[src/design/cell_balance_regs.svh]
// Register offsets, fields, codes and timing constants for the balance controller.
// Assumes inclusion by bare name from the design file.
`ifndef CELL_BALANCE_REGS_SVH
`define CELL_BALANCE_REGS_SVH

// Printed indices are word indices, not byte addresses: byte address is index times four
`define CTRL_INDEX 8'h80
`define STAT_INDEX 8'h81
`define CTRL_ADDR 12'h200
`define STAT_ADDR 12'h204
`define EXPIRY_ADDR 12'h208
`define EVENT_ADDR 12'h20C
`define PINS_ADDR 12'h210

`define F_MODE 13:11
`define F_IIR 10
`define F_HOLD 9:8
`define F_DUTY 7:4
`define F_DONE_EN 3
`define F_TEMP_EN 2
`define F_MEAS 1:0
`define CTRL_WMASK 16'h3FFF
`define CTRL_RESET 16'h0000

`define MODE_OFF 3'h0
`define MODE_DISCHARGE 3'h1
`define HOLD_NONE 2'h0
`define HOLD_RUN 2'h1
`define HOLD_EXT 2'h2
`define HOLD_LATCH 2'h3
`define MEAS_ONLY 2'h2
`define MEAS_UV 2'h3
`define EXPIRY_INF 10'h3FF
`define EXPIRY_RESET 10'h3FF

`define ACT_OFF 2'h0
`define ACT_ON 2'h1
`define ACT_DONE 2'h2
`define ACT_HALT 2'h3
`define UNIT_OFF 2'h0
`define UNIT_SEC 2'h1
`define UNIT_MIN 2'h2
`define UNIT_HOUR 2'h3

`define CLK_HZ 50000000
`define SEC_CYCLES (`CLK_HZ)
`define SEC_PER_MIN 6'h3B
`define MIN_PER_HOUR 6'h3B
`define EXT_MIN_MINUTES 10'h005
`define EXT_FRACTION_SHIFT 4
`define UV_SUSPEND_SCANS 5'h10
`define PERIOD_SLOTS 4'hF
`define SCAN_DIV 8'hFF
`define DUTY_FULL 4'hF
`define SLOT_FIRST 4'h0
// Non-overlap and measurement room at full duty: plain defaults
`define NOL_CYCLES 8'h08
`define MEAS_GAP_START 8'hF0

`endif

[src/design/cell_balance_pkg.sv]
// Types for the cell balance controller.
// Assumes cell_balance_regs.svh is on the include path.
package cell_balance_pkg;
    typedef enum logic [1:0] {
        run_idle = 2'b00,
        run_active = 2'b01,
        run_extend = 2'b10,
        run_latched = 2'b11
    } run_state_e;

    typedef struct packed {
        logic [2:0] mode;
        logic filter_init;
        logic [1:0] hold;
        logic [3:0] duty;
        logic done_en;
        logic temp_en;
        logic [1:0] measure;
    } control_s;

    typedef struct packed {
        logic [1:0] activity;
        logic [1:0] unit;
        logic [1:0] heartbeat;
        logic [9:0] timer;
    } status_s;

    typedef struct packed {
        logic paddr_unused;
        logic [11:0] paddr;
        logic psel;
        logic penable;
        logic pwrite;
        logic [31:0] pwdata;
    } apb_req_s;
endpackage : cell_balance_pkg

[src/design/cell_balance_controller.sv]
// Control and status of the cell-balancing engine, reached over APB.
// Assumes one 50 MHz clock, inputs synchronous to it, active-low async reset.
//
// The APB register port is this design's own decision.
`include "cell_balance_regs.svh"
`timescale 1ns/1ps
`default_nettype none

module cell_balance_controller (
    input wire logic pclk,
    input wire logic presetn,
    input wire logic psel,
    input wire logic penable,
    input wire logic pwrite,
    input wire logic [11:0] paddr,
    input wire logic [31:0] pwdata,
    output logic [31:0] prdata,
    output logic pready,
    output logic pslverr,
    input wire logic temperature_alert,
    input wire logic undervoltage_exit,
    input wire logic timeout_halt_alert,
    input wire logic calibration_fault_alert,
    output logic shutdown_pin,
    output logic balance_enable,
    output logic measure_enable,
    output logic undervoltage_check_enable,
    output logic filter_init_strobe,
    output logic balance_summary_alert,
    output cell_balance_pkg::status_s balance_status
);
    import cell_balance_pkg::*;

    control_s balance_control;
    status_s status_q;
    run_state_e run_state;
    run_state_e next_run_state;
    logic [9:0] expiry_setting;
    logic [25:0] sec_count;
    logic [5:0] sub_count;
    logic [9:0] ext_count;
    logic [9:0] ext_units;
    logic [5:0] min_count;
    logic [3:0] slot;
    logic [7:0] scan_div;
    logic [4:0] uv_suspend;
    logic first_scan;
    logic completion_alert;
    logic thermal_halt_alert;

    // Bus decode
    wire access = psel && penable;
    wire wr = access && pwrite;
    wire hit_ctrl = paddr == `CTRL_ADDR;
    wire hit_stat = paddr == `STAT_ADDR;
    wire hit_exp = paddr == `EXPIRY_ADDR;
    wire hit_event = paddr == `EVENT_ADDR;
    wire hit_pins = paddr == `PINS_ADDR;
    wire mapped = hit_ctrl | hit_stat | hit_exp | hit_event | hit_pins;
    wire ctrl_wr = wr && hit_ctrl;
    wire event_clr = wr && hit_event && pwdata[0];
    wire [15:0] ctrl_wdata = pwdata[15:0] & `CTRL_WMASK;
    wire [2:0] new_mode = ctrl_wdata[`F_MODE];
    wire start = ctrl_wr && (new_mode != `MODE_OFF);
    wire stop = ctrl_wr && (new_mode == `MODE_OFF);

    // Mode decode
    wire [2:0] mode = balance_control.mode;
    wire automated = mode != `MODE_OFF;
    wire mode_discharge = mode == `MODE_DISCHARGE;
    wire mode_auto = mode[2];
    // Manual modes switch cells but never hold the shutdown pin
    wire auto_run = mode_discharge || mode_auto;
    // Unit of the mode being launched, latched into status at start
    wire new_discharge = new_mode == `MODE_DISCHARGE;
    wire [1:0] mode_unit = new_discharge ? `UNIT_HOUR :
        (new_mode[0] ? `UNIT_MIN : `UNIT_SEC);
    wire hb_running = run_state != run_idle;

    // One-second tick and unit tick
    wire sec_tick = sec_count == 26'(`SEC_CYCLES - 1);
    wire min_wrap = sub_count == `SEC_PER_MIN;
    wire hour_wrap = min_count == `MIN_PER_HOUR;
    wire unit_tick = sec_tick && ((status_q.unit == `UNIT_SEC) ||
        (status_q.unit == `UNIT_MIN && min_wrap) ||
        (status_q.unit == `UNIT_HOUR && min_wrap && hour_wrap));
    wire expired = (expiry_setting != `EXPIRY_INF) && (status_q.timer == expiry_setting);

    // Exit causes
    wire temp_exit = balance_control.temp_en && temperature_alert;
    wire halt_cause = temp_exit || timeout_halt_alert || calibration_fault_alert;
    wire uv_active = balance_control.measure == `MEAS_UV && uv_suspend == 5'h0;
    wire normal_cause = expired || (uv_active && undervoltage_exit);

    // Extension ends once both 5 minutes and 1/16 of expiry (mode units) have passed
    wire [9:0] frac = expiry_setting >> `EXT_FRACTION_SHIFT;
    wire ext_min_done = ext_count >= `EXT_MIN_MINUTES;
    wire ext_frac_done = ext_units >= frac;
    wire ext_done = ext_min_done && ext_frac_done;
    wire min_tick = sec_tick && min_wrap;

    always_comb begin
        next_run_state = run_state;
        unique case (run_state)
            run_idle: next_run_state = run_idle;
            run_active: begin
                if (halt_cause || normal_cause) begin
                    if (balance_control.hold == `HOLD_EXT) begin
                        next_run_state = run_extend;
                    end else if (balance_control.hold == `HOLD_LATCH) begin
                        next_run_state = run_latched;
                    end else begin
                        next_run_state = run_idle;
                    end
                end
            end
            run_extend: if (ext_done) next_run_state = run_idle;
            run_latched: if (balance_control.hold != `HOLD_LATCH) next_run_state = run_idle;
        endcase
        if (start) begin
            next_run_state = run_active;
        end else if (stop) begin
            next_run_state = run_idle;
        end
    end

    always_ff @(posedge pclk or negedge presetn) begin
        if (!presetn) begin
            balance_control <= control_s'(`CTRL_RESET);
        end else if (ctrl_wr) begin
            balance_control <= control_s'(ctrl_wdata[13:0]);
        end
    end

    always_ff @(posedge pclk or negedge presetn) begin
        if (!presetn) begin
            expiry_setting <= `EXPIRY_RESET;
        end else if (wr && hit_exp) begin
            expiry_setting <= pwdata[9:0];
        end
    end

    always_ff @(posedge pclk or negedge presetn) begin
        if (!presetn) begin
            run_state <= run_idle;
        end else begin
            run_state <= next_run_state;
        end
    end

    // Timebase
    always_ff @(posedge pclk or negedge presetn) begin
        if (!presetn) begin
            sec_count <= 26'h0;
            sub_count <= 6'h0;
        end else if (start || !hb_running) begin
            sec_count <= 26'h0;
            sub_count <= 6'h0;
        end else if (sec_tick) begin
            sec_count <= 26'h0;
            sub_count <= min_wrap ? 6'h0 : sub_count + 6'h1;
        end else begin
            sec_count <= sec_count + 26'h1;
        end
    end

    // Minutes within the hour for hour-unit timing
    always_ff @(posedge pclk or negedge presetn) begin
        if (!presetn) begin
            min_count <= 6'h0;
        end else if (start || !hb_running) begin
            min_count <= 6'h0;
        end else if (min_tick) begin
            min_count <= hour_wrap ? 6'h0 : min_count + 6'h1;
        end
    end

    // Status: latched until stop or new start
    always_ff @(posedge pclk or negedge presetn) begin
        if (!presetn) begin
            status_q <= status_s'(16'h0000);
        end else if (stop) begin
            status_q <= status_s'(16'h0000);
        end else if (start) begin
            status_q.activity <= `ACT_ON;
            status_q.unit <= mode_unit;
            status_q.heartbeat <= 2'h0;
            status_q.timer <= 10'h000;
        end else begin
            if (hb_running && sec_tick) begin
                status_q.heartbeat <= status_q.heartbeat + 2'h1;
            end
            if (run_state == run_active) begin
                if (halt_cause) begin
                    status_q.activity <= `ACT_HALT;
                end else if (normal_cause) begin
                    status_q.activity <= `ACT_DONE;
                end else if (unit_tick) begin
                    status_q.timer <= status_q.timer + 10'h001;
                end
            end
        end
    end

    // Extension counter in minutes
    always_ff @(posedge pclk or negedge presetn) begin
        if (!presetn) begin
            ext_count <= 10'h0;
        end else if (run_state != run_extend) begin
            ext_count <= 10'h0;
        end else if (min_tick && !ext_min_done) begin
            ext_count <= ext_count + 10'h1;
        end
    end

    // Extension counter in mode units, saturating once the fraction is reached
    always_ff @(posedge pclk or negedge presetn) begin
        if (!presetn) begin
            ext_units <= 10'h0;
        end else if (run_state != run_extend) begin
            ext_units <= 10'h0;
        end else if (unit_tick && !ext_frac_done) begin
            ext_units <= ext_units + 10'h1;
        end
    end

    // Duty: period of 16 slots, on for code+1 slots
    always_ff @(posedge pclk or negedge presetn) begin
        if (!presetn) begin
            slot <= 4'h0;
            scan_div <= 8'h0;
        end else if (run_state != run_active) begin
            slot <= 4'h0;
            scan_div <= 8'h0;
        end else begin
            scan_div <= scan_div + 8'h1;
            if (scan_div == `SCAN_DIV) begin
                slot <= slot + 4'h1;
            end
        end
    end
    wire period_end = scan_div == `SCAN_DIV && slot == `PERIOD_SLOTS;
    // Full-on still leaves non-overlap, and measurement room when measuring
    wire duty_full = balance_control.duty == `DUTY_FULL;
    wire nonoverlap_time = duty_full && slot == `SLOT_FIRST && scan_div < `NOL_CYCLES;
    wire measure_gap = duty_full && balance_control.measure[1] && slot == `PERIOD_SLOTS &&
        scan_div >= `MEAS_GAP_START;
    wire duty_on = slot <= balance_control.duty &&
        !nonoverlap_time && !measure_gap;

    // Filter init and UV suspension counted in scans (one per period)
    always_ff @(posedge pclk or negedge presetn) begin
        if (!presetn) begin
            uv_suspend <= 5'h0;
            first_scan <= 1'b0;
        end else if (start) begin
            uv_suspend <= ctrl_wdata[`F_IIR] ? `UV_SUSPEND_SCANS : 5'h0;
            first_scan <= ctrl_wdata[`F_IIR];
        end else if (period_end) begin
            first_scan <= 1'b0;
            if (uv_suspend != 5'h0) begin
                uv_suspend <= uv_suspend - 5'h1;
            end
        end
    end

    // Sticky event flags; set wins over clear
    wire done_set = run_state == run_active && !halt_cause && normal_cause;
    wire halt_set = run_state == run_active && temp_exit;
    always_ff @(posedge pclk or negedge presetn) begin
        if (!presetn) begin
            completion_alert <= 1'b0;
            thermal_halt_alert <= 1'b0;
        end else begin
            completion_alert <= done_set || (completion_alert && !event_clr && !start);
            thermal_halt_alert <= halt_set || (thermal_halt_alert && !event_clr && !start);
        end
    end
    wire summary = (completion_alert && balance_control.done_en) ||
        thermal_halt_alert || status_q.activity == `ACT_HALT;

    wire hold_high = (balance_control.hold != `HOLD_NONE) && auto_run &&
        (run_state == run_active || run_state == run_extend ||
        run_state == run_latched);
    wire measuring = balance_control.measure[1];

    wire [9:0] shown_timer = (run_state == run_extend || run_state == run_latched) ?
        expiry_setting : status_q.timer;
    wire [15:0] stat_word = {status_q.activity, status_q.unit, status_q.heartbeat, shown_timer};
    wire [31:0] read_mux = hit_ctrl ? {16'h0, status_q.activity, 14'(balance_control)} :
        hit_stat ? {16'h0, stat_word} :
        hit_exp ? {22'h0, expiry_setting} :
        hit_event ? {30'h0, thermal_halt_alert, completion_alert} :
        hit_pins ? {28'h0, shutdown_pin, balance_enable, measure_enable, undervoltage_check_enable} :
        32'h0;

    always_ff @(posedge pclk or negedge presetn) begin
        if (!presetn) begin
            prdata <= 32'h0;
            pready <= 1'b0;
            pslverr <= 1'b0;
        end else begin
            pready <= psel && !penable;
            pslverr <= psel && !penable && !(paddr == `CTRL_ADDR || paddr == `STAT_ADDR ||
                paddr == `EXPIRY_ADDR || paddr == `EVENT_ADDR || paddr == `PINS_ADDR);
            prdata <= (psel && !penable && !pwrite) ? read_mux : 32'h0;
        end
    end

    always_ff @(posedge pclk or negedge presetn) begin
        if (!presetn) begin
            shutdown_pin <= 1'b0;
            balance_enable <= 1'b0;
            measure_enable <= 1'b0;
            undervoltage_check_enable <= 1'b0;
            filter_init_strobe <= 1'b0;
            balance_summary_alert <= 1'b0;
            balance_status <= status_s'(16'h0000);
        end else begin
            shutdown_pin <= hold_high;
            balance_enable <= run_state == run_active && automated && duty_on;
            measure_enable <= run_state == run_active && measuring;
            undervoltage_check_enable <= run_state == run_active && uv_active;
            filter_init_strobe <= first_scan && run_state == run_active;
            balance_summary_alert <= summary;
            balance_status <= status_s'(stat_word);
        end
    end

    wire unused_ok = &{1'b0, mapped, `CTRL_INDEX, `STAT_INDEX};
endmodule // cell_balance_controller

`default_nettype wire

[config.mk]
export PLATFORM = sky130hd
export DESIGN_NAME = cell_balance_controller
export DESIGN_NICKNAME = d
export VERILOG_FILES = /design/src/design/cell_balance_pkg.sv /design/src/design/cell_balance_controller.sv
export VERILOG_INCLUDE_DIRS = /design/src /design/src/design
export SDC_FILE = /design/constraint.sdc
export NUM_CORES = 1
export LEC_CHECK = 0
export BUFFER_PORTS_ARGS = -buffer_cell sky130_fd_sc_hd__buf_2
export CAP_MARGIN = 20
export CORE_UTILIZATION = 45
export DETAILED_ROUTE_END_ITERATION = 7
export PLACE_DENSITY = 0.62
export SKIP_CTS_REPAIR_TIMING = 1
export SLEW_MARGIN = 30
export SYNTH_ARGS = -nofsm -noshare
export SYNTH_HDL_FRONTEND = slang
export SYNTH_SLANG_ARGS = --single-unit
[constraint.sdc]
create_clock -name pclk -period 6.5 [get_ports pclk]
set_input_delay 1.3 -clock pclk [delete_from_list [all_inputs] [get_ports pclk]]
set_output_delay 1.3 -clock pclk [all_outputs]
set_load 0.05 [all_outputs]
==> results by group, run 1 <==
Status
  – Result of the run: completed

Routing
  – Wire length after detailed routing: 17.11 mm
  – Via count of the routed design: 5807
  – Length of routed met3 wiring: 797 µm
  – Met2 routed WL: 7.654 mm
  – First-pass iteration count of the detailed router: 5
  – Final routed wire length divided by cell count: 15.54 µm
  – Number of vias per cell: 5.274
  – M1 wire length: 8.384 mm
  – Initial DRC Count: 311
  – Residual DRC: 0
  – Highest metal layer with signal wires: met4
  – Antenna viol nets, final: 0

Synth
  – Top FF cell, synth: sky130_fd_sc_hd__dfrtp_1
  – Top-area cell type share of the netlist area: 0.4751
  – Post-synthesis cell area: 0.007901 mm²
  – Number of flops mapped to enable cells by yosys: 0
  – Flop and latch count out of synthesis: 160
  – Adder-cell share of the synthesized area: 0.03642
  – Proportion of synthesized flip-flops having asynchronous set or reset: 1.000
  – Post-synthesis mux area share: 0.03990
  – Simple-gate share of the synthesized area: 0.2334
  – Part of the Yosys area used for sequential elements: 0.5083
  – Per-instance average area after synthesis: 9.964 µm²
  – Post-synth top area cell: sky130_fd_sc_hd__dfrtp_1
  – Compound-Gate Fraction of Synth Area: 0.08124
  – Combinational family with the most area after synthesis: simple AND/OR/NAND/NOR gates
  – Post-synth cell types: 60
  – Cell types occupying the most area after synthesis: sky130_fd_sc_hd__dfrtp_1 (48%), sky130_fd_sc_hd__nor2_1 (4.3%), sky130_fd_sc_hd__nand2_1 (4.0%), sky130_fd_sc_hd__ha_1 (3.6%), sky130_fd_sc_hd__dfstp_2 (3.3%)
  – Xor and xnor area share after synthesis: 0.05542
  – Number of standard cells after synthesis: 793
  – Synthesis Warnings: 0

Power and ir drop
  – Leak pwr: 4.030 nW
  – Maximum resistive drop on vdd: 0.1341 mV
  – Power density over the cells: 232.2 mW/mm²

Floorplanning
  – Die area: 0.01809 mm²
  – Horiz. Die Dim: 134.5 µm
  – I/O pin count: 109
  – Effective utilization at floorplan: 0.4584
  – Die Y: 134.5 µm
  – Core region area: 0.01724 mm²
  – Cell Rows: 48

Critical path
  – Worst flop-to-flop path endpoint: ext_units[5]
  – Crit end category: register
  – Worst R2R Setup Slack: 3510 ps
  – Worst setup path endpoint: sec_count[18]
  – Worst path arrival time: 3970 ps
  – Biggest fanout along the worst timing path: 26
  – Reg2reg path depth: 6
  – Kind of critical path: primary input to register
  – Critical register-to-register path startpoint: sec_count[10]
  – Required time of the critical path: 6790 ps
  – Sort of element at the start of the critical path: primary input
  – Timing startpoint of the critical path: paddr[7]

STA
  – Max Clock Skew: 8.395 ps
  – Portion of the clock cycle consumed by the worst path in the final layout: 0.5671
  – Final Hold Violating Endpoints: 0
  – Total negative setup slack: 0 ps
  – Fin. max-slew vios: 0
  – Setup repair after global routing missed its margin: no
  – FMAX: 271.3 MHz
  – Slew headroom: 0.4441
  – Transition time at the pin with the least slew margin: 830.8 ps
  – Setup violators final: 0
  – Clock period minus worst slack: 3686 ps
  – Minimum setup slack in the final design: 2814 ps
  – Worst hold slack across all endpoints: 448.2 ps

Placed design
  – Placed instance area: 0.008396 mm²
  – Final weighted congestion of routability-driven global placement: 0.8702
  – Pre-CTS worst setup slack: 2028 ps
  – Port bufs: 74
  – Half-perimeter wire length of the detailed placement result: 12.20 mm

Global routing
  – Global-route usage over all layers: 0.2010
  – Vias in the first global route: 5362
  – Number of antenna violations at the first check in global routing: 0
  – Maximum number of pins on one net before global-route repair: 78
  – Grt total ovfl: 0
  – Wire length of the first global-routing pass: 27.98 mm

CTS
  – CTS H-tree lvls: 4
  – Clock network latency to the later pin of the worst-skew pair: 430 ps
  – Clock buffers created by TritonCTS: 17
  – Clock input transition at the sequential cells of the worst setup and hold paths: 60 ps
  – TritonCTS clock tree: done
  – Root buf cell: sky130_fd_sc_hd__clkbuf_16
  – Clock tree sinks: 160
  – Number of buffers on the longest clock path: 2

Layout
  – Most frequent cells in the layout: sky130_fd_sc_hd__dfrtp_1 (150), sky130_fd_sc_hd__nor2_1 (89), sky130_fd_sc_hd__nand2_1 (85)
  – Layout overhead on the synthesized area: 13.79%
  – Post-route cell area: 0.008991 mm²
  – Share of post-route cells with drive strength above 1: 0.1769
  – Count of antenna diodes in the layout: 0
  – Nets: 939
  – Filler cell count: 1540
  – Most common library cell in the layout ignoring fill and taps: sky130_fd_sc_hd__dfrtp_1
  – Post-Route Utilization: 0.5216

Hold path
  – Min-delay src: stat_word[11]
  – Type of the tightest min-delay check: register to register
  – Number of cells traversed by the worst hold path: 0

Job
  – MaxCap Viol Count: 0
how the worst min path moves through the flow:
stage,endpoint,slack [ps]
after floorplan,balance_status[14],380
after global placement,balance_status[11],420
after detailed placement,balance_status[11],430
after CTS,balance_status[11],440
after global routing,balance_status[11],460
final,balance_status[11],450
cell families after synthesis:
logic type,Yosys count
buf+inv,68
mux,29
xor+xnor,50
fa+ha+maj,23
flops,160
other cells,1
compound gates,106
simple gates,356
registers in the layout, summed over array words and instances, names as in the netlist, 2 cells and up:
signal           flops
stat_word            6
min_count            6
run_state            2
scan_div             8
ext_count           10
expiry_setting      10
prdata              16
sec_count           26
balance_control     11
uv_suspend           5
mode                 3
sub_count            6
slot                 4
balance_status      16
status_q            10
ext_units           10
per-layer routing:
| layer | global-route usage | vias up |
|---|---|---|
| li1 | - | 2849 |
| met5 | 0 | - |
| met1 | 0.2857 | 2799 |
| met4 | 0.07366 | 0 |
| met3 | 0.04204 | 24 |
| met2 | 0.3034 | 135 |
where the power goes:
part           internal, W  total [W]  leakage [nW]  switching (W)
registers          0.00100    0.00100          2.11     0.00000333
clock network     0.000612    0.00100         0.280       0.000391
logic            0.0000165  0.0000806          1.65      0.0000641
total              0.00163    0.00209          4.03       0.000459
cell type report:
class,instances,area [µm²],area share
sequential,160,4016,0.4467
multi-input combinational,580,3598,0.4002
clock buffer,22,454.2,0.05051
inverter,26,97.59,0.01085
clock inverter,10,136.4,0.01517
tap,225,281.5,0.03131
timing repair buffer,78,406.6,0.04523
per-stage QoR:
step / power (W) / cells
finish: 0.002088 / 1101
global route: 0.002156 / 1101
CTS: 0.002109 / 1101
detailed placement: 0.001103 / 1069
global placement: 0.001103 / 1069
floorplan: 0.001070 / 808
worst max-delay path, stage by stage:
cell and delay (ps):
sky130_fd_sc_hd__buf_2 90, sky130_fd_sc_hd__nor4b_1 280, sky130_fd_sc_hd__nand3_1 310, sky130_fd_sc_hd__or4_1 490, sky130_fd_sc_hd__buf_4 250, sky130_fd_sc_hd__o21ai_2 550, sky130_fd_sc_hd__nand2b_2 560, sky130_fd_sc_hd__nor2_1 120
synthesized netlist by cell type (12+ instances only):
cell,count
sky130_fd_sc_hd__inv_1,26
sky130_fd_sc_hd__xor2_1,23
sky130_fd_sc_hd__xnor2_1,27
sky130_fd_sc_hd__nor3_1,12
sky130_fd_sc_hd__nand2b_1,16
sky130_fd_sc_hd__dfrtp_1,150
sky130_fd_sc_hd__ha_1,23
sky130_fd_sc_hd__nor2_1,90
sky130_fd_sc_hd__nand2_1,85
sky130_fd_sc_hd__mux2_2,20
sky130_fd_sc_hd__or3_1,14
sky130_fd_sc_hd__nand4_1,16
sky130_fd_sc_hd__a21oi_1,41
sky130_fd_sc_hd__nand3_1,35
sky130_fd_sc_hd__o21ai_0,22
sky130_fd_sc_hd__buf_4,17
sky130_fd_sc_hd__and2_1,19
sky130_fd_sc_hd__clkbuf_1,16
sky130_fd_sc_hd__nor2b_1,12
Power figures use the tool's default switching activity.
==> run 2, diff against run 1 <==
==> constraint.sdc (replaced) <==
create_clock -name pclk -period 3.8 [get_ports pclk]
set_input_delay 0.76 -clock pclk [delete_from_list [all_inputs] [get_ports pclk]]
set_output_delay 0.76 -clock pclk [all_outputs]
set_load 0.05 [all_outputs]
==> results by group, run 2 (synthesized netlist as in run 1, its figures left out) <==
Power and ir drop
  – Power density over the cells: 392.0 mW/mm² (was 232.2 mW/mm²)
  – Leak pwr: 4.073 nW (was 4.030 nW)
  – Switching power as a share of total power: 0.2223 (was 0.2197)
  – Clock power share: 0.476 (was 0.481)
  – Sequential power share: 0.485 (was 0.481)
  – Net load switching power: 0.0007873 W (was 0.0004587 W)
  – Logic pwr share: 0.040 (was 0.039)
  – Power Internal: 0.002755 W (was 0.001629 W)
  – Maximum resistive drop on vdd: 0.2542 mV (was 0.1341 mV)

Critical path
  – Worst R2R Setup Slack: 810 ps (was 3510 ps)
  – Sort of element at the start of the critical path: register (was primary input)
  – Critical register-to-register path startpoint: sec_count[10] (unchanged)
  – Biggest fanout along the worst timing path: 11 (was 26)
  – Crit end category: register (unchanged)
  – Timing startpoint of the critical path: sec_count[10] (was paddr[7])
  – Worst path arrival time: 3320 ps (was 3970 ps)
  – Worst setup path endpoint: ext_units[5] (was sec_count[18])
  – Reg2reg path depth: 6 (unchanged)
  – Worst flop-to-flop path endpoint: ext_units[5] (unchanged)
  – Kind of critical path: register to register (was primary input to register)
  – Required time of the critical path: 4140 ps (was 6790 ps)

Floorplanning
  – Effective utilization at floorplan: 0.4584 (unchanged)
  – I/O pin count: 109 (unchanged)
  – Cell Rows: 48 (unchanged)
  – Die area: 0.01809 mm² (unchanged)
  – Horiz. Die Dim: 134.5 µm (unchanged)
  – Die Y: 134.5 µm (unchanged)
  – Core region area: 0.01724 mm² (unchanged)

STA
  – Final Hold Violating Endpoints: 0 (unchanged)
  – FMAX: 335.0 MHz
  – Clock period minus worst slack: 2985 ps
  – Fin. max-slew vios: 0 (unchanged)
  – Worst hold slack across all endpoints: 332.5 ps (was 448.2 ps)
  – Max Clock Skew: 10.45 ps (was 8.395 ps)
  – Total negative setup slack: 0 ps (unchanged)
  – Slew headroom: 0.4843 (was 0.4441)
  – Setup repair after global routing missed its margin: no (unchanged)
  – Portion of the clock cycle consumed by the worst path in the final layout: 0.7856
  – Transition time at the pin with the least slew margin: 766.5 ps (was 830.8 ps)
  – Setup violators final: 0 (unchanged)

Routing
  – First-pass iteration count of the detailed router: 6 (was 5)
  – Via count of the routed design: 5861 (was 5807)
  – Highest metal layer with signal wires: met4 (unchanged)
  – Wire length after detailed routing: 17.08 mm (was 17.11 mm)
  – Antenna viol nets, final: 0 (unchanged)
  – Met2 routed WL: 7.659 mm (was 7.654 mm)
  – M1 wire length: 8.450 mm (was 8.384 mm)
  – Residual DRC: 0 (unchanged)
  – Initial DRC Count: 283 (was 311)
  – Length of routed met3 wiring: 698 µm (was 797 µm)
  – Number of vias per cell: 5.294 (was 5.274)
  – Final routed wire length divided by cell count: 15.43 µm (was 15.54 µm)

Layout
  – Register containing the most flip-flops in the final layout: sec_count (unchanged)
  – Layout overhead on the synthesized area: 14.38% (was 13.79%)
  – Count of antenna diodes in the layout: 0 (unchanged)
  – Final Non-Filler Cells: 1107 (was 1101)
  – Most frequent cells in the layout: sky130_fd_sc_hd__dfrtp_1 (150), sky130_fd_sc_hd__nor2_1 (90), sky130_fd_sc_hd__nand2_1 (85) (was sky130_fd_sc_hd__dfrtp_1 (150), sky130_fd_sc_hd__nor2_1 (89), sky130_fd_sc_hd__nand2_1 (85))
  – Max FFs per register: 26 (unchanged)
  – Share of post-route cells with drive strength above 1: 0.1837 (was 0.1769)
  – Nets: 945 (was 939)
  – Multi-input logic area: 0.003593 mm² (was 0.003598 mm²)
  – Registers with the most flip-flops: sec_count x26, balance_status x16, prdata x16 (unchanged)
  – Sequential cell area in the final layout: 0.004016 mm² (unchanged)
  – Filler cell count: 1590 (was 1540)
  – Most common library cell in the layout ignoring fill and taps: sky130_fd_sc_hd__dfrtp_1 (unchanged)

Global routing
  – Grt total ovfl: 0 (unchanged)
  – Number of antenna violations at the first check in global routing: 0 (unchanged)
  – Wire length of the first global-routing pass: 28.26 mm (was 27.98 mm)
  – Maximum number of pins on one net before global-route repair: 73 (was 78)
  – Vias in the first global route: 5459 (was 5362)
  – Global-route usage over all layers: 0.2011 (was 0.2010)

Placed design
  – Half-perimeter wire length of the detailed placement result: 12.19 mm (was 12.20 mm)
  – Inst Count DP: 1075 (was 1069)
  – Port bufs: 74 (unchanged)
  – Final weighted congestion of routability-driven global placement: 0.8648 (was 0.8702)

Status
  – Result of the run: completed (unchanged)

CTS
  – CTS H-tree lvls: 4 (unchanged)
  – TritonCTS clock tree: done (unchanged)
  – Root buf cell: sky130_fd_sc_hd__clkbuf_16 (unchanged)
  – Clock network latency to the later pin of the worst-skew pair: 420 ps (was 430 ps)
  – Clock input transition at the sequential cells of the worst setup and hold paths: 60 ps (about the same)
  – Clock tree sinks: 160 (unchanged)
  – Number of buffers on the longest clock path: 2 (unchanged)
  – Clock buffers created by TritonCTS: 17 (unchanged)

Hold path
  – Type of the tightest min-delay check: primary input to async pin (was register to register)

Job
  – MaxCap Viol Count: 0 (unchanged)
==> run 2: cell type report <==
cell class,instances,share of cell area
Clock inverter,11,0.01260
Sequential cell,160,0.4444
Timing Repair Buffer,84,0.05136
Multi-Input combinational cell,580,0.3976
Clock buffer,21,0.05206
Tap cell,225,0.03115
Inverter,26,0.01080
==> run 2: power by group through the flow <==
stage               clock network (W)   logic, W  registers (W)
CTS                           0.00171   0.000143        0.00172
global route                  0.00179   0.000154        0.00172
finish                        0.00168   0.000140        0.00172
detailed placement                  0   0.000143        0.00175
global placement                    0   0.000143        0.00175
floorplan                           0  0.0000696        0.00176
==> run 2: how the worst min path moves through the flow <==
stage	slack [ps]	cells after the start	to
finish	330	1	min_count[3]
global route	380	1	min_count[3]
CTS	370	1	min_count[4]
detailed placement	420	0	balance_status[11]
global placement	420	0	balance_status[11]
floorplan	380	0	balance_status[14]
==> run 2: metal layers <==
layer | track usage | vias to the layer above
met5 | 0 | -
met4 | 0.06929 | 0
met3 | 0.03604 | 19
met2 | 0.3080 | 150
met1 | 0.2876 | 2826
li1 | - | 2866
==> run 2: through the flow <==
| stage | power [W] | setup WS, ps | area (µm²) | utilization |
|---|---|---|---|---|
| final | 0.003542 | 814.6 | 9037 | 0.5243 |
| after global routing | 0.003665 | 692.4 | 9037 | 0.5243 |
| after CTS | 0.003573 | 795.0 | 9037 | 0.5243 |
| after detailed placement | 0.001891 | 732.5 | 8453 | 0.4904 |
| after global placement | 0.001890 | 743.9 | 8453 | 0.4904 |
| after floorplan | 0.001830 | 1118 | 7958 | - |
==> run 2: worst max-delay path, stage by stage, from the launching register on <==
cell	delay, ps
sky130_fd_sc_hd__dfrtp_1	420
sky130_fd_sc_hd__or4_4	560
sky130_fd_sc_hd__nor4_4	360
sky130_fd_sc_hd__o2111ai_1	400
sky130_fd_sc_hd__a211o_1	480
sky130_fd_sc_hd__or4_1	520
sky130_fd_sc_hd__a21oi_1	160
==> run 3, diff against run 2 <==
--- a/config.mk
+++ b/config.mk
@@ -6,11 +6,12 @@
 export SDC_FILE = /design/constraint.sdc
 export NUM_CORES = 1
 export LEC_CHECK = 0
+export ABC_AREA = 1
 export BUFFER_PORTS_ARGS = -buffer_cell sky130_fd_sc_hd__buf_2
 export CAP_MARGIN = 20
 export CORE_UTILIZATION = 45
 export DETAILED_ROUTE_END_ITERATION = 7
-export PLACE_DENSITY = 0.62
+export PLACE_DENSITY = 0.61
 export SKIP_CTS_REPAIR_TIMING = 1
 export SLEW_MARGIN = 30
 export SYNTH_ARGS = -nofsm -noshare
==> constraint.sdc (replaced) <==
create_clock -name pclk -period 3.1 [get_ports pclk]
set_input_delay 0.62 -clock pclk [delete_from_list [all_inputs] [get_ports pclk]]
set_output_delay 0.62 -clock pclk [all_outputs]
set_load 0.05 [all_outputs]
==> results by group, run 3 <==
Layout
  – Layout overhead on the synthesized area: 13.90% (was 14.38%)
  – Max FFs per register: 26 (unchanged)
  – Register containing the most flip-flops in the final layout: sec_count (unchanged)
  – Registers with the most flip-flops: sec_count x26, balance_status x16, prdata x16 (unchanged)
  – Most frequent cells in the layout: sky130_fd_sc_hd__nand2_1 (266), sky130_fd_sc_hd__inv_1 (152), sky130_fd_sc_hd__dfrtp_1 (150) (was sky130_fd_sc_hd__dfrtp_1 (150), sky130_fd_sc_hd__nor2_1 (90), sky130_fd_sc_hd__nand2_1 (85))
  – Post-Route Utilization: 0.5260 (was 0.5243)
  – Count of antenna diodes in the layout: 0 (unchanged)
  – Final Non-Filler Cells: 1475 (was 1107)
  – Nets: 1278 (was 945)
  – Most common library cell in the layout ignoring fill and taps: sky130_fd_sc_hd__nand2_1 (was sky130_fd_sc_hd__dfrtp_1)
  – Share of post-route cells with drive strength above 1: 0.1399 (was 0.1837)

Global routing
  – Maximum number of pins on one net before global-route repair: 65 (was 73)
  – Wire length of the first global-routing pass: 35.42 mm (was 28.26 mm)
  – Number of antenna violations at the first check in global routing: 0 (unchanged)
  – Grt total ovfl: 0 (unchanged)
  – Global-route usage over all layers: 0.2294 (was 0.2011)
  – Vias in the first global route: 6971 (was 5459)

Hold path
  – Type of the tightest min-delay check: primary input to async pin (unchanged)

Synth
  – Part of the Yosys area used for sequential elements: 0.4619 (was 0.5083)
  – Post-synth top area cell: sky130_fd_sc_hd__dfrtp_1 (unchanged)
  – Leading cell types by count after synthesis: sky130_fd_sc_hd__nand2_1 (266), sky130_fd_sc_hd__inv_1 (152), sky130_fd_sc_hd__dfrtp_1 (150) (was sky130_fd_sc_hd__dfrtp_1 (150), sky130_fd_sc_hd__nor2_1 (90), sky130_fd_sc_hd__nand2_1 (85))
  – Proportion of synthesized flip-flops having asynchronous set or reset: 1.000 (unchanged)
  – Top-area cell type share of the netlist area: 0.4317 (was 0.4751)
  – Flop and latch count out of synthesis: 160 (unchanged)
  – Number of standard cells after synthesis: 1122 (was 793)
  – Per-instance average area after synthesis: 7.750 µm² (was 9.964 µm²)
  – Top FF cell, synth: sky130_fd_sc_hd__dfrtp_1 (unchanged)
  – Post-synth cell types: 48 (was 60)
  – Post-synthesis cell area: 0.008696 mm² (was 0.007901 mm²)
  – Cell types occupying the most area after synthesis: sky130_fd_sc_hd__dfrtp_1 (43%), sky130_fd_sc_hd__nand2_1 (11%), sky130_fd_sc_hd__inv_1 (6.6%), sky130_fd_sc_hd__nor2_1 (5.9%), sky130_fd_sc_hd__nand3_1 (4.3%) (was sky130_fd_sc_hd__dfrtp_1 (48%), sky130_fd_sc_hd__nor2_1 (4.3%), sky130_fd_sc_hd__nand2_1 (4.0%), sky130_fd_sc_hd__ha_1 (3.6%), sky130_fd_sc_hd__dfstp_2 (3.3%))
  – Number of flops mapped to enable cells by yosys: 0 (unchanged)
  – Synthesis Warnings: 0 (unchanged)
  – Most used standard cell by instance count after synthesis: sky130_fd_sc_hd__nand2_1 (was sky130_fd_sc_hd__dfrtp_1)

Routing
  – Antenna viol nets, final: 0 (unchanged)
  – Wire length after detailed routing: 21.21 mm (was 17.08 mm)
  – Via count of the routed design: 7352 (was 5861)
  – First-pass iteration count of the detailed router: 5 (was 6)
  – Initial DRC Count: 634 (was 283)
  – Number of vias per cell: 4.984 (was 5.294)
  – Final routed wire length divided by cell count: 14.38 µm (was 15.43 µm)
  – Residual DRC: 0 (unchanged)

Floorplanning
  – Die area: 0.01988 mm² (was 0.01809 mm²)
  – Cell Rows: 50 (was 48)
  – I/O pin count: 109 (unchanged)
  – Effective utilization at floorplan: 0.4618 (was 0.4584)
  – Horiz. Die Dim: 141.0 µm (was 134.5 µm)
  – Die Y: 141.0 µm (was 134.5 µm)
  – Core region area: 0.01883 mm² (was 0.01724 mm²)

Critical path
  – Biggest fanout along the worst timing path: 12 (was 11)
  – Required time of the critical path: 3420 ps (was 4140 ps)
  – Most used cell, CP: sky130_fd_sc_hd__nand2_1
  – Sort of element at the start of the critical path: primary input (was register)
  – Crit end category: register (unchanged)
  – Kind of critical path: primary input to register (was register to register)
  – Worst path cell trace: buf_2, nor2_1, nand2_1, nor2_2, nand3_1, nand2_1, nand3_2, nand2_1, nand2_1 (was or4_4, nor4_4, o2111ai_1, a211o_1, or4_1, a21oi_1)
  – Stage delay of the slowest cell on the critical path: 500 ps (was 560 ps)
  – Category of cells accounting for the largest share of critical-path delay: simple AND/OR/NAND/NOR gates (unchanged)
  – Worst path arrival time: 2550 ps (was 3320 ps)
  – Cell at the slowest stage of the critical path: sky130_fd_sc_hd__nand2_1 (was sky130_fd_sc_hd__or4_4)
  – Count of buffering cells on the critical path with inverters included: 1 (was 0)

STA
  – Max Clock Skew: 10.72 ps (was 10.45 ps)
  – Fin. max-slew vios: 0 (unchanged)
  – FMAX: 448.6 MHz
  – Transition time at the pin with the least slew margin: 694.7 ps (was 766.5 ps)
  – Total negative setup slack: 0 ps (unchanged)
  – Clock period minus worst slack: 2229 ps
  – Slew headroom: 0.5369 (was 0.4843)
  – Setup violators final: 0 (unchanged)
  – Minimum setup slack in the final design: 870.8 ps (was 814.6 ps)
  – Setup repair after global routing missed its margin: no (unchanged)
  – Final Hold Violating Endpoints: 0 (unchanged)
  – Portion of the clock cycle consumed by the worst path in the final layout: 0.7191

CTS
  – TritonCTS clock tree: done (unchanged)
  – Clock input transition at the sequential cells of the worst setup and hold paths: 70 ps (was 60 ps)
  – Clock buffers created by TritonCTS: 17 (unchanged)
  – Number of buffers on the longest clock path: 2 (unchanged)
  – CTS H-tree lvls: 4 (unchanged)
  – Clock tree sinks: 160 (unchanged)
  – Clock network latency to the later pin of the worst-skew pair: 430 ps (was 420 ps)
  – Root buf cell: sky130_fd_sc_hd__clkbuf_16 (unchanged)

Status
  – Result of the run: completed (unchanged)

Job
  – MaxCap Viol Count: 0 (unchanged)

Power and ir drop
  – Leak pwr: 4.756 nW (was 4.073 nW)
  – Total power of the final layout: 0.004334 W (was 0.003542 W)
  – Power density over the cells: 437.6 mW/mm² (was 392.0 mW/mm²)
  – Maximum resistive drop on vdd: 0.3963 mV (was 0.2542 mV)

Placed design
  – Final weighted congestion of routability-driven global placement: 0.9232 (was 0.8648)
  – Inst Count DP: 1443 (was 1075)
  – Half-perimeter wire length of the detailed placement result: 15.52 mm (was 12.19 mm)
  – Pre-CTS worst setup slack: 461.5 ps (was 732.5 ps)
  – Port bufs: 74 (unchanged)
==> run 3: cell types whose count changed after synthesis, sizes merged, moves of 20 or more <==
cell   change
nand2    +189
inv      +130
nor2      +58
o21ai     +54
nand3     +41
xnor2     -21
mux2      -20
==> run 3: final timing paths <==
| kind | start | to | slack [ps] | depth (start not counted) |
|---|---|---|---|---|
| max | paddr[1] | status_q[3] | 870 | 9 |
| min | presetn | sec_count[15] | 180 | 1 |
| max in group asynchronous | presetn | ext_units[6] | 2060 | 3 |
| min reg2reg | stat_word[15] | balance_status[15] | 430 | 0 |
| min in group pclk | penable | pready | 380 | 2 |
| max reg2reg | run_state[1] | status_q[3] | 900 | 7 |
==> run 3: layer usage <==
metal,vias up,wire [µm],global-route usage,share of wire
met2,193,9511,0.3553,0.45
met3,22,1021,0.04382,0.048
met1,3424,10370,0.3216,0.49
met4,0,310,0.07895,0.015
met5,-,0,0,0
li1,3713,-,-,-
==> run 3: power breakdown <==
group,switching [W],internal (W),total [W]
clock,0.000909,0.00116,0.00207
combinational,0.000133,0.0000332,0.000166
sequential,0.00000432,0.00209,0.00210
==> run 3: kinds of logic after synthesis <==
kind of cell / synth area share
and+or+nand+nor: 0.2918
AOI/OAI and AO/OA: 0.08720
adders and majority gates: 0.03309
xor gates and xnor gates: 0.02921
DFF: 0.4619
buffers and inverters: 0.09640
other: 0.0004312
==> run 3: area by class of cell <==
type	instances	area, µm²
sequential	160	4016
timing repair buffer	86	479.2
clock inverter	13	125.1
inverter	159	601.8
fill	1822	8926
tap	260	325.3
multi-input combinational	778	3904
clock buffer	19	452.9
==> run 3: worst register-to-register path, delay by kind of cell, from the launching register on <==
family	cells	cell delay [ps]
compound gates	1	360
buf+inv	2	470
flops	1	640
simple gates	4	620
==> run 3: per-stage QoR <==
step | hold WS (ps) | area (µm²)
2_1_floorplan | 324.4 | 8752
3_3_place_gp | 426.7 | 9326
3_5_place_dp | 417.9 | 9326
4_1_cts | 212.1 | 9905
6_report | 180.0 | 9905
5_1_grt | 231.3 | 9905
